File: src/verilog/rtcswt_pkg.sv
package rtcswt_pkg;
  localparam int ADDR_W = 17;
  localparam int DATA_W = 8;
  localparam logic [16:0] OFF_WATCHDOG_CONTROL = 17'h1fff7;
  localparam logic [16:0] OFF_OSCILLATOR_TRIM = 17'h1fff8;
  localparam logic [16:0] OFF_CLOCK_SECONDS = 17'h1fff9;
  localparam logic [16:0] OFF_CLOCK_MINUTES = 17'h1fffa;
  localparam int WD_KICK_BIT = 7;
  localparam int WD_LOCK_BIT = 6;
  localparam int TRIM_OFF_BIT = 7;
  localparam int TRIM_SIGN_BIT = 5;
  localparam logic [3:0] BCD_ONES_MAX = 4'h9;
  localparam logic [3:0] SEC_TENS_MAX = 4'h5;
  localparam logic [3:0] MIN_TENS_MAX = 4'h5;
  localparam logic [4:0] TICKS_PER_SECOND_M1 = 5'h1f;
  localparam logic [5:0] TIMEOUT_RESET = 6'h00;
  localparam logic [7:0] TRIM_RESET = 8'h00;
  localparam logic [7:0] TIME_RESET = 8'h00;
  localparam longint CLK_PERIOD_PS = 10000;
  localparam longint TICK_PERIOD_PS = 64'd31250000000;
  localparam int TICK_CYCLES = int'(TICK_PERIOD_PS / CLK_PERIOD_PS);
  localparam int CAL_STEP_CYCLES = 16;
endpackage : rtcswt_pkg

File: src/verilog/rtcswt_bcd_inc.sv
`timescale 1ns/1ps
module rtcswt_bcd_inc (
  input wire logic [7:0] value,
  input wire logic [3:0] tens_max,
  output logic [7:0] next,
  output logic wrap
);
  import rtcswt_pkg::*;
  always_comb
  begin
    next = 8'h00;
    wrap = 1'b0;
    if (value[3:0] < BCD_ONES_MAX)
    begin
      next = {1'b0, value[6:4], value[3:0] + 4'h1};
    end
    else if ({1'b0, value[6:4]} < tens_max)
    begin
      next = {1'b0, value[6:4] + 3'h1, 4'h0};
    end
    else
    begin
      wrap = 1'b1;
    end
  end
endmodule : rtcswt_bcd_inc

File: src/verilog/rtcswt_top.sv
`timescale 1ns/1ps
module rtcswt_top #(
  parameter int TICK_CYCLES_P = rtcswt_pkg::TICK_CYCLES,
  parameter int CAL_STEP_P = rtcswt_pkg::CAL_STEP_CYCLES
) (
  input wire logic CLK_SYS,
  input wire logic RESET_N,
  input wire logic [rtcswt_pkg::ADDR_W-1:0] ADDR,
  input wire logic [rtcswt_pkg::DATA_W-1:0] DQ_IN,
  output logic [rtcswt_pkg::DATA_W-1:0] DQ_OUT,
  output logic DQ_OE_N,
  input wire logic CHIP_EN_N,
  input wire logic WRITE_EN_N,
  input wire logic OUTPUT_EN_N,
  input wire logic WATCHDOG_IRQ_ENABLE,
  input wire logic WATCHDOG_FLAG_CLEAR,
  output logic WATCHDOG_EXPIRED_FLAG,
  output logic WATCHDOG_IRQ,
  output logic HOURS_CARRY
);
  import rtcswt_pkg::*;

  initial
  begin
    if (TICK_CYCLES_P <= 32 * CAL_STEP_P || TICK_CYCLES_P >= (1 << 23))
      $error("rtcswt_top: TICK_CYCLES_P out of range for the trim and divider width");
  end

  typedef struct packed {
    logic [2:0] ce_s;
    logic [2:0] we_s;
    logic [2:0] oe_s;
    logic [16:0] addr1;
    logic [16:0] addr2;
    logic [16:0] addr3;
    logic [7:0] din1;
    logic [7:0] din2;
    logic [7:0] din3;
    logic wr_prev;
    logic [22:0] div;
    logic [4:0] sub;
    logic [7:0] sec;
    logic [7:0] min;
    logic osc_off;
    logic cal_sign;
    logic [4:0] cal_mag;
    logic lock;
    logic [5:0] timeout;
    logic [5:0] wd_cnt;
    logic kick;
    logic flag;
    logic irq;
    logic carry;
    logic [7:0] dq_out;
    logic dq_oe_n;
  } rtcswt_state_s;

  rtcswt_state_s q;
  rtcswt_state_s d;
  logic [7:0] sec_next;
  logic sec_wrap;
  logic [7:0] min_next;
  logic min_wrap;
  logic tick;
  logic wr_act;
  logic rd_act;
  logic wr_evt;
  logic [22:0] period_m1;

  rtcswt_bcd_inc u_sec_inc (
    .value(q.sec),
    .tens_max(SEC_TENS_MAX),
    .next(sec_next),
    .wrap(sec_wrap)
  );

  rtcswt_bcd_inc u_min_inc (
    .value(q.min),
    .tens_max(MIN_TENS_MAX),
    .next(min_next),
    .wrap(min_wrap)
  );

  // Adding lengthens the tick period, subtracting shortens it
  always_comb
  begin
    period_m1 = 23'(TICK_CYCLES_P - 1);
    if (q.cal_sign)
      period_m1 = period_m1 - 23'(q.cal_mag * CAL_STEP_P);
    else
      period_m1 = period_m1 + 23'(q.cal_mag * CAL_STEP_P);
  end

  // Synchronised strobes count once stages two and three agree
  assign wr_act = (q.ce_s[1] == q.ce_s[2]) && !q.ce_s[2]
    && (q.we_s[1] == q.we_s[2]) && !q.we_s[2];
  assign rd_act = (q.ce_s[1] == q.ce_s[2]) && !q.ce_s[2]
    && (q.oe_s[1] == q.oe_s[2]) && !q.oe_s[2]
    && (q.we_s[1] == q.we_s[2]) && q.we_s[2];
  assign wr_evt = wr_act && !q.wr_prev;
  assign tick = !q.osc_off && (q.div == 23'h000000);

  always_comb
  begin
    d = q;
    d.ce_s = {q.ce_s[1:0], CHIP_EN_N};
    d.we_s = {q.we_s[1:0], WRITE_EN_N};
    d.oe_s = {q.oe_s[1:0], OUTPUT_EN_N};
    d.addr1 = ADDR;
    d.addr2 = q.addr1;
    d.addr3 = q.addr2;
    d.din1 = DQ_IN;
    d.din2 = q.din1;
    d.din3 = q.din2;
    d.wr_prev = wr_act;
    d.carry = 1'b0;
    if (!q.osc_off)
      d.div = tick ? period_m1 : q.div - 23'h000001;
    if (tick)
    begin
      d.sub = q.sub + 5'h01;
      if (q.sub == TICKS_PER_SECOND_M1)
      begin
        d.sec = sec_next;
        if (sec_wrap)
        begin
          d.min = min_next;
          d.carry = min_wrap;
        end
      end
    end
    if (tick && q.timeout != 6'h00)
    begin
      if (q.wd_cnt <= 6'h01)
      begin
        d.flag = 1'b1;
        d.wd_cnt = q.timeout;
      end
      else
        d.wd_cnt = q.wd_cnt - 6'h01;
    end
    if (q.kick)
    begin
      d.wd_cnt = q.timeout;
      d.kick = 1'b0;
    end
    if (WATCHDOG_FLAG_CLEAR && !d.flag)
      d.flag = 1'b0;
    else if (WATCHDOG_FLAG_CLEAR && q.flag && !(tick && q.timeout != 6'h00
      && q.wd_cnt <= 6'h01))
      d.flag = 1'b0;
    if (wr_evt)
    begin
      case (q.addr3)
        OFF_WATCHDOG_CONTROL:
        begin
          d.kick = q.din3[WD_KICK_BIT];
          if (!q.lock)
            d.timeout = q.din3[5:0];
          d.lock = q.din3[WD_LOCK_BIT];
        end
        OFF_OSCILLATOR_TRIM:
        begin
          d.osc_off = q.din3[TRIM_OFF_BIT];
          d.cal_sign = q.din3[TRIM_SIGN_BIT];
          d.cal_mag = q.din3[4:0];
        end
        OFF_CLOCK_SECONDS:
        begin
          d.sec = {1'b0, q.din3[6:0]};
          d.sub = 5'h00;
        end
        OFF_CLOCK_MINUTES:
          d.min = {1'b0, q.din3[6:0]};
        default:
          d.sub = d.sub;
      endcase
    end
    d.irq = d.flag && WATCHDOG_IRQ_ENABLE;
    d.dq_oe_n = 1'b1;
    d.dq_out = 8'h00;
    if (rd_act)
    begin
      case (q.addr3)
        OFF_WATCHDOG_CONTROL:
        begin
          d.dq_oe_n = 1'b0;
          d.dq_out = {1'b0, q.lock, q.timeout};
        end
        OFF_OSCILLATOR_TRIM:
        begin
          d.dq_oe_n = 1'b0;
          d.dq_out = {q.osc_off, 1'b0, q.cal_sign, q.cal_mag};
        end
        OFF_CLOCK_SECONDS:
        begin
          d.dq_oe_n = 1'b0;
          d.dq_out = q.sec;
        end
        OFF_CLOCK_MINUTES:
        begin
          d.dq_oe_n = 1'b0;
          d.dq_out = {1'b0, q.min[6:0]};
        end
        default:
          d.dq_oe_n = 1'b1;
      endcase
    end
  end

  always_ff @(posedge CLK_SYS)
  begin
    if (!RESET_N)
    begin
      q <= '0;
      q.ce_s <= 3'h7;
      q.we_s <= 3'h7;
      q.oe_s <= 3'h7;
      q.wr_prev <= 1'b0;
      q.sec <= TIME_RESET;
      q.min <= TIME_RESET;
      {q.osc_off, q.cal_sign, q.cal_mag} <= {TRIM_RESET[7], TRIM_RESET[5:0]};
      q.timeout <= TIMEOUT_RESET;
      q.dq_oe_n <= 1'b1;
    end
    else
      q <= d;
  end

  assign DQ_OUT = q.dq_out;
  assign DQ_OE_N = q.dq_oe_n;
  assign WATCHDOG_EXPIRED_FLAG = q.flag;
  assign WATCHDOG_IRQ = q.irq;
  assign HOURS_CARRY = q.carry;
endmodule : rtcswt_top
File: config.mk
export PLATFORM = sky130hd
export DESIGN_NAME = rtcswt_top
export DESIGN_NICKNAME = d
export VERILOG_FILES = /design/src/verilog/rtcswt_pkg.sv /design/src/verilog/rtcswt_bcd_inc.sv /design/src/verilog/rtcswt_top.sv
export SDC_FILE = /design/constraint.sdc
export NUM_CORES = 1
export LEC_CHECK = 0
export BUFFER_PORTS_ARGS = -buffer_cell sky130_fd_sc_hd__clkbuf_2
export CAP_MARGIN = 20
export CORE_AREA = 3 3 102 123
export DETAILED_ROUTE_END_ITERATION = 8
export DIE_AREA = 0 0 105 126
export PLACE_DENSITY = 0.74
export SYNTH_ARGS = -nofsm -noshare
export SYNTH_HDL_FRONTEND = slang
export SYNTH_HIERARCHICAL = 1
export SYNTH_SLANG_ARGS = --single-unit
export TNS_END_PERCENT = 1
File: constraint.sdc
create_clock -name CLK_SYS -period 2.4 [get_ports CLK_SYS]
set_input_delay 0 -clock CLK_SYS [delete_from_list [all_inputs] [get_ports CLK_SYS]]
set_output_delay 0 -clock CLK_SYS [all_outputs]
set_load 0.05 [all_outputs]
==> results.cfg, run 1 <==
[logic_synthesis]
syn-instance-count = 714
yosys_warnings = 6
syn_area_per_cell_sq_um = 9.421
syn_area_sq_mm = 0.006726

[timing]
hold_viol = 0
finalSetupViolations = 0
setup_tns_ns = 0
relSlewSlack = 0.5576
fmax_mhz = 461.2
tightest_slew_ns = 0.6636
finalCritPeriodShare = 0.9034
fin_crit_ns = 2.168
finalMaxSlewViolations = 0
grt_setup_unrepaired = false
hold_ws_ns = 0.2933
skew_ns = 0.008059

[route]
drtPass1Iterations = 5
drt-total-wl_mm = 13.90
ant_nets = 0
drt-initial-drc-count = 336
drc = 0
routed_via_density = 5.519
routedWlPerCell_microns = 14.58
dr_total_vias = 5260

[grt]
met3_usage = 0.04869
use_met2 = 0.3725
grt_pass1_vias = 5067
grt_pass1_wl_mm = 23.07
grt_usage = 0.2142
top_usage_layer = met2
grt_max_degree = 97
grt-ovfl-total = 0
antenna_found_initial = 0
grt_util_met1 = 0.2464

[cells_and_area]
multi_input_area_sq_mm = 0.003229
num_antenna_cells = 0
final-seq-area_sq_mm = 0.003223
fillers = 898
layout-drive-gt1-share = 0.1445
instances_no_fill = 953
layout.nets = 832
area_growth_pct = 18.21

[cts]
cts_setup_buffers = 0
clockBufferDepth = 2
cts_buffers = 17
cts_tree = yes
htree_levels = 4
cts_sinks = 161
cts-root-buf = clkbuf_16
clk_pin_slew_ns = 0.07
clkLatencyLatePin_ns = 0.42

[floorplan]
dieArea_sq_mm = 0.01323
coreArea_sq_mm = 0.01151
initial_core_util = 0.5842
die_h_microns = 126
die_w_microns = 105
io_pins = 44
rows = 43

[hold_path]
min_path_cells = 3
holdPathEnd = d[154]
min-delay-start = OUTPUT_EN_N
hp-class = primary input to flip-flop

[critical_path]
ff2ff_path_depth = 8
worst_setup_path_end_kind = flip-flop
start_kind = flip-flop
crit_arrival_ns = 2.48
crit_fanout = 10
reg2reg_from = q[54]
critPathRequiredTime_ns = 2.71
critPathKind = flip-flop to flip-flop
rrSetupSlack_ns = 0.23
r2r-end = q[59]

[job]
maxCapViolCount = 0

[place]
place_inst = 890
io_buffer_count = 43
post-dp-hpwl_mm = 9.583
gp_congestion = 0.8744

[power_and_ir_drop]
powerDensity_mw_per_mm2 = 920.7
peakVddDrop_uv = 499.1
p_leak_nw = 3.200

[status]
status = finished clean
## state kept, by name, indices dropped and copies added, names as in the netlist
register and cells:
q 93, d 56, DQ_OUT 8, DQ_OE_N 1
HOURS_CARRY 1, WATCHDOG_EXPIRED_FLAG 1, WATCHDOG_IRQ 1
## layer usage
layer | wire, microns | part of all wire
met1 | 5569 | 0.40
met4 | 449 | 0.032
met2 | 7070 | 0.51
met3 | 806 | 0.058
met5 | 0 | 0
## critical path, cell delays in order (launching register included)
cell and delay (ns):
dfxtp_1 0.35, inv_1 0.11, ha_1 0.15, nor4b_1 0.28, nand4_1 0.29, nor2_2 0.39, buf_4 0.24, nor4_1 0.06
o21a_1 0.19
## final cells by class
type / count / area share
multi-input combinational: 494 / 0.4061
sequential: 161 / 0.4053
timing repair buffer: 87 / 0.07836
clock buffer: 18 / 0.05397
tap: 157 / 0.02470
clock inverter: 14 / 0.02109
inverter: 22 / 0.01039
## cell usage in the layout, fill, tap and decap left out, types with 9 or more instances in the layout
cell type        n
nor2_1          40
a31oi_1         10
nand3_1         25
clkbuf_2        42
ha_1            17
inv_1           21
conb_1           9
dlygate4sd3_1   31
xnor2_1         12
and2_1          79
o21ai_0         26
nand4_1         12
nor4_1          15
buf_4           13
nand2_1         48
nand2b_1        15
dfxtp_1        161
nor3_1          16
mux2i_1         29
clkbuf_16       17
a21oi_1         34
## stage by stage
step | util | cell area, sq um | total power (W) | setup WS [ns]
floorplan | - | 6749 | 0.004349 | 0.4811
detailed placement | 0.6117 | 7043 | 0.004618 | 0.2524
finish | 0.6906 | 7951 | 0.007321 | 0.2319
global route | 0.6906 | 7951 | 0.007659 | 0.03369
CTS | 0.6905 | 7950 | 0.007331 | 0.2370
global placement | 0.6117 | 7043 | 0.004569 | 0.2990
## where the power goes
group	leakage, nW	internal, W	total (W)	switching (W)
clock network	0.290	0.00149	0.00268	0.00119
logic	1.59	0.000623	0.00149	0.000862
registers	1.32	0.00290	0.00316	0.000255
## what timing repair did
| action | in CTS | in global routing |
|---|---|---|
| endpoints found under the setup margin | 0 | 1 |
| endpoints found under the hold margin | 35 | 0 |
| hold buffers | 31 | 0 |
| gates resized for setup | 0 | 1 |
## worst max-delay path by stage
stage | depth (start not counted) | end | slack, ns | startpoint
global route | 8 | q[59] | 0.03 | q[54]
CTS | 7 | q[13] | 0.24 | q[54]
global placement | 7 | q[15] | 0.30 | q[13]
detailed placement | 7 | q[45] | 0.25 | q[54]
floorplan | 9 | q[13] | 0.48 | q[54]
finish | 8 | q[59] | 0.23 | q[54]
Note: power is estimated with default switching activity, not from simulation.
==> inputs of run 2 (changes only) <==
==> constraint.sdc (replaced) <==
create_clock -name CLK_SYS -period 2.4 [get_ports CLK_SYS]
set_input_delay 0.24 -clock CLK_SYS [delete_from_list [all_inputs] [get_ports CLK_SYS]]
set_output_delay 0.24 -clock CLK_SYS [all_outputs]
set_load 0.05 [all_outputs]
==> run 2 against run 1 <==
Against the previous run:
- sequential share of layout area up 1.5 points
- clock-buffer cell count did not move
- hold slack got worse by 0.27 ns
- wire length shrank 3.4%
- first-iteration DRC count decreased by 10%
- register-to-register slack about the same
- critical path type unchanged
- combinational power down 3%
- global-route usage shrank 0.68 points
==> results.cfg, run 2 (synthesis gave the netlist of run 1 again) <==
[status]
status = finished clean

[cts]
clk_pin_slew_ns = 0.07
clockBufferDepth = 2
cts_setup_buffers = 0
clkLatencyLatePin_ns = 0.42
cts_buffers = 17
cts-root-buf = clkbuf_16
htree_levels = 4
cts_tree = yes
cts_sinks = 161

[timing]
grt_setup_unrepaired = false
relSlewSlack = 0.5618
fin_crit_ns = 2.155
finalCritPeriodShare = 0.8979
skew_ns = 0.008100
setup_tns_ns = 0
worst_slack_ns = 0.2450
fmax_mhz = 464.0
finalSetupViolations = 0
finalMaxSlewViolations = 0
tightest_slew_ns = 0.6573
hold_viol = 0

[route]
drtPass1Iterations = 5
met1_length_mm = 5.489
top_layer = met4
routed_via_density = 5.530
drt-total-wl_mm = 13.42
routedWlPerCell_microns = 14.51
drc = 0
wl_met2_mm = 6.742
wl_met3_microns = 763
dr_total_vias = 5115
ant_nets = 0
drt-initial-drc-count = 301

[critical_path]
critPathRequiredTime_ns = 2.71
worst_setup_path_end_kind = flip-flop
critPathKind = flip-flop to flip-flop
start_kind = flip-flop
ff2ff_path_depth = 8
crit_arrival_ns = 2.47
crit_fanout = 10

[grt]
grt_pass1_vias = 4906
grt-ovfl-total = 0
grt_pass1_wl_mm = 22.38
grt_max_degree = 97
grt_usage = 0.2075
antenna_found_initial = 0

[cells_and_area]
mostFrequentLayoutCells = 161 x dfxtp_1, 79 x and2_1, 48 x nand2_1
layout-drive-gt1-share = 0.1497
num_antenna_cells = 0
largest_register = q
layout_commonest_cell = dfxtp_1
area_growth_pct = 14.04
largest_reg_flops = 93
layout.nets = 804

[place]
io_buffer_count = 43
pre_cts_slack_ns = 0.2524
gp_congestion = 0.8744
post-dp-hpwl_mm = 9.583

[floorplan]
coreArea_sq_mm = 0.01151
rows = 43
initial_core_util = 0.5842
io_pins = 44
dieArea_sq_mm = 0.01323
die_w_microns = 105
die_h_microns = 126

[job]
maxCapViolCount = 0

[power_and_ir_drop]
powerDensity_mw_per_mm2 = 947.6
p_leak_nw = 3.083
peakVddDrop_uv = 500.0

[hold_path]
hp-class = primary input to flip-flop
min_path_cells = 2
run 2: cell types whose count changed in the layout (fill, tap and decap cells not counted):
cell / before / now
dlygate4sd3_1: 31 / 3
run 2: where the power goes:
part	leakage, nW	total (W)	switching, W	internal (W)
sequential	1.32	0.00316	0.000255	0.00290
clock	0.290	0.00267	0.00118	0.00149
combinational	1.48	0.00144	0.000851	0.000594
run 2: path summary, 6_finish.rpt:
check,slack (ns),to,from
worst min-delay path,0.02,d[119],ADDR[0]
worst max register to register,0.24,q[59],q[54]
worst min register to register,0.41,d[155],d[154]
worst max-delay path,0.24,q[59],q[54]
run 2: worst max-delay path, stage by stage, from the launching register on:
cell     delay, ns
dfxtp_1       0.35
inv_1         0.11
ha_1          0.15
nor4b_1       0.28
nand4_1       0.29
nor2_2        0.38
buf_4         0.24
nor4_1        0.06
o21a_1        0.19
run 2: stage by stage:
step / hold WS (ns) / total power [W] / std cells / utilization / instance area [sq um]
final: 0.01875 / 0.007269 / 925 / 0.6663 / 7671
after global routing: 0.005522 / 0.007621 / 925 / 0.6663 / 7671
after CTS: 0.001466 / 0.007296 / 925 / 0.6662 / 7670
after detailed placement: 0.3909 / 0.004618 / 890 / 0.6117 / 7043
after global placement: 0.3903 / 0.004569 / 890 / 0.6117 / 7043
after floorplan: 0.3415 / 0.004349 / 720 / - / 6749
run 2: final cells by class:
| cell class | count | area, sq um |
|---|---|---|
| fillers | 946 | 3842 |
| multi-input cells | 494 | 3229 |
| flip-flops and latches | 161 | 3223 |
| clock buffers | 18 | 429.2 |
| repair buffers | 59 | 342.8 |
| well taps | 157 | 196.4 |
| clock inverters | 14 | 167.7 |
| inverters | 22 | 82.58 |
run 2: metal layers:
layer	global-route usage	vias to the layer above
met5	0	-
met4	0.1081	0
met3	0.04869	34
met2	0.3536	188
met1	0.2424	2342
li1	-	2551
run 2: repair_timing:
item	4_1_cts	5_1_grt
endpoints found under the hold margin	3	0
hold buffers	3	0
setup endpoints to repair	0	1
resized for setup	0	1
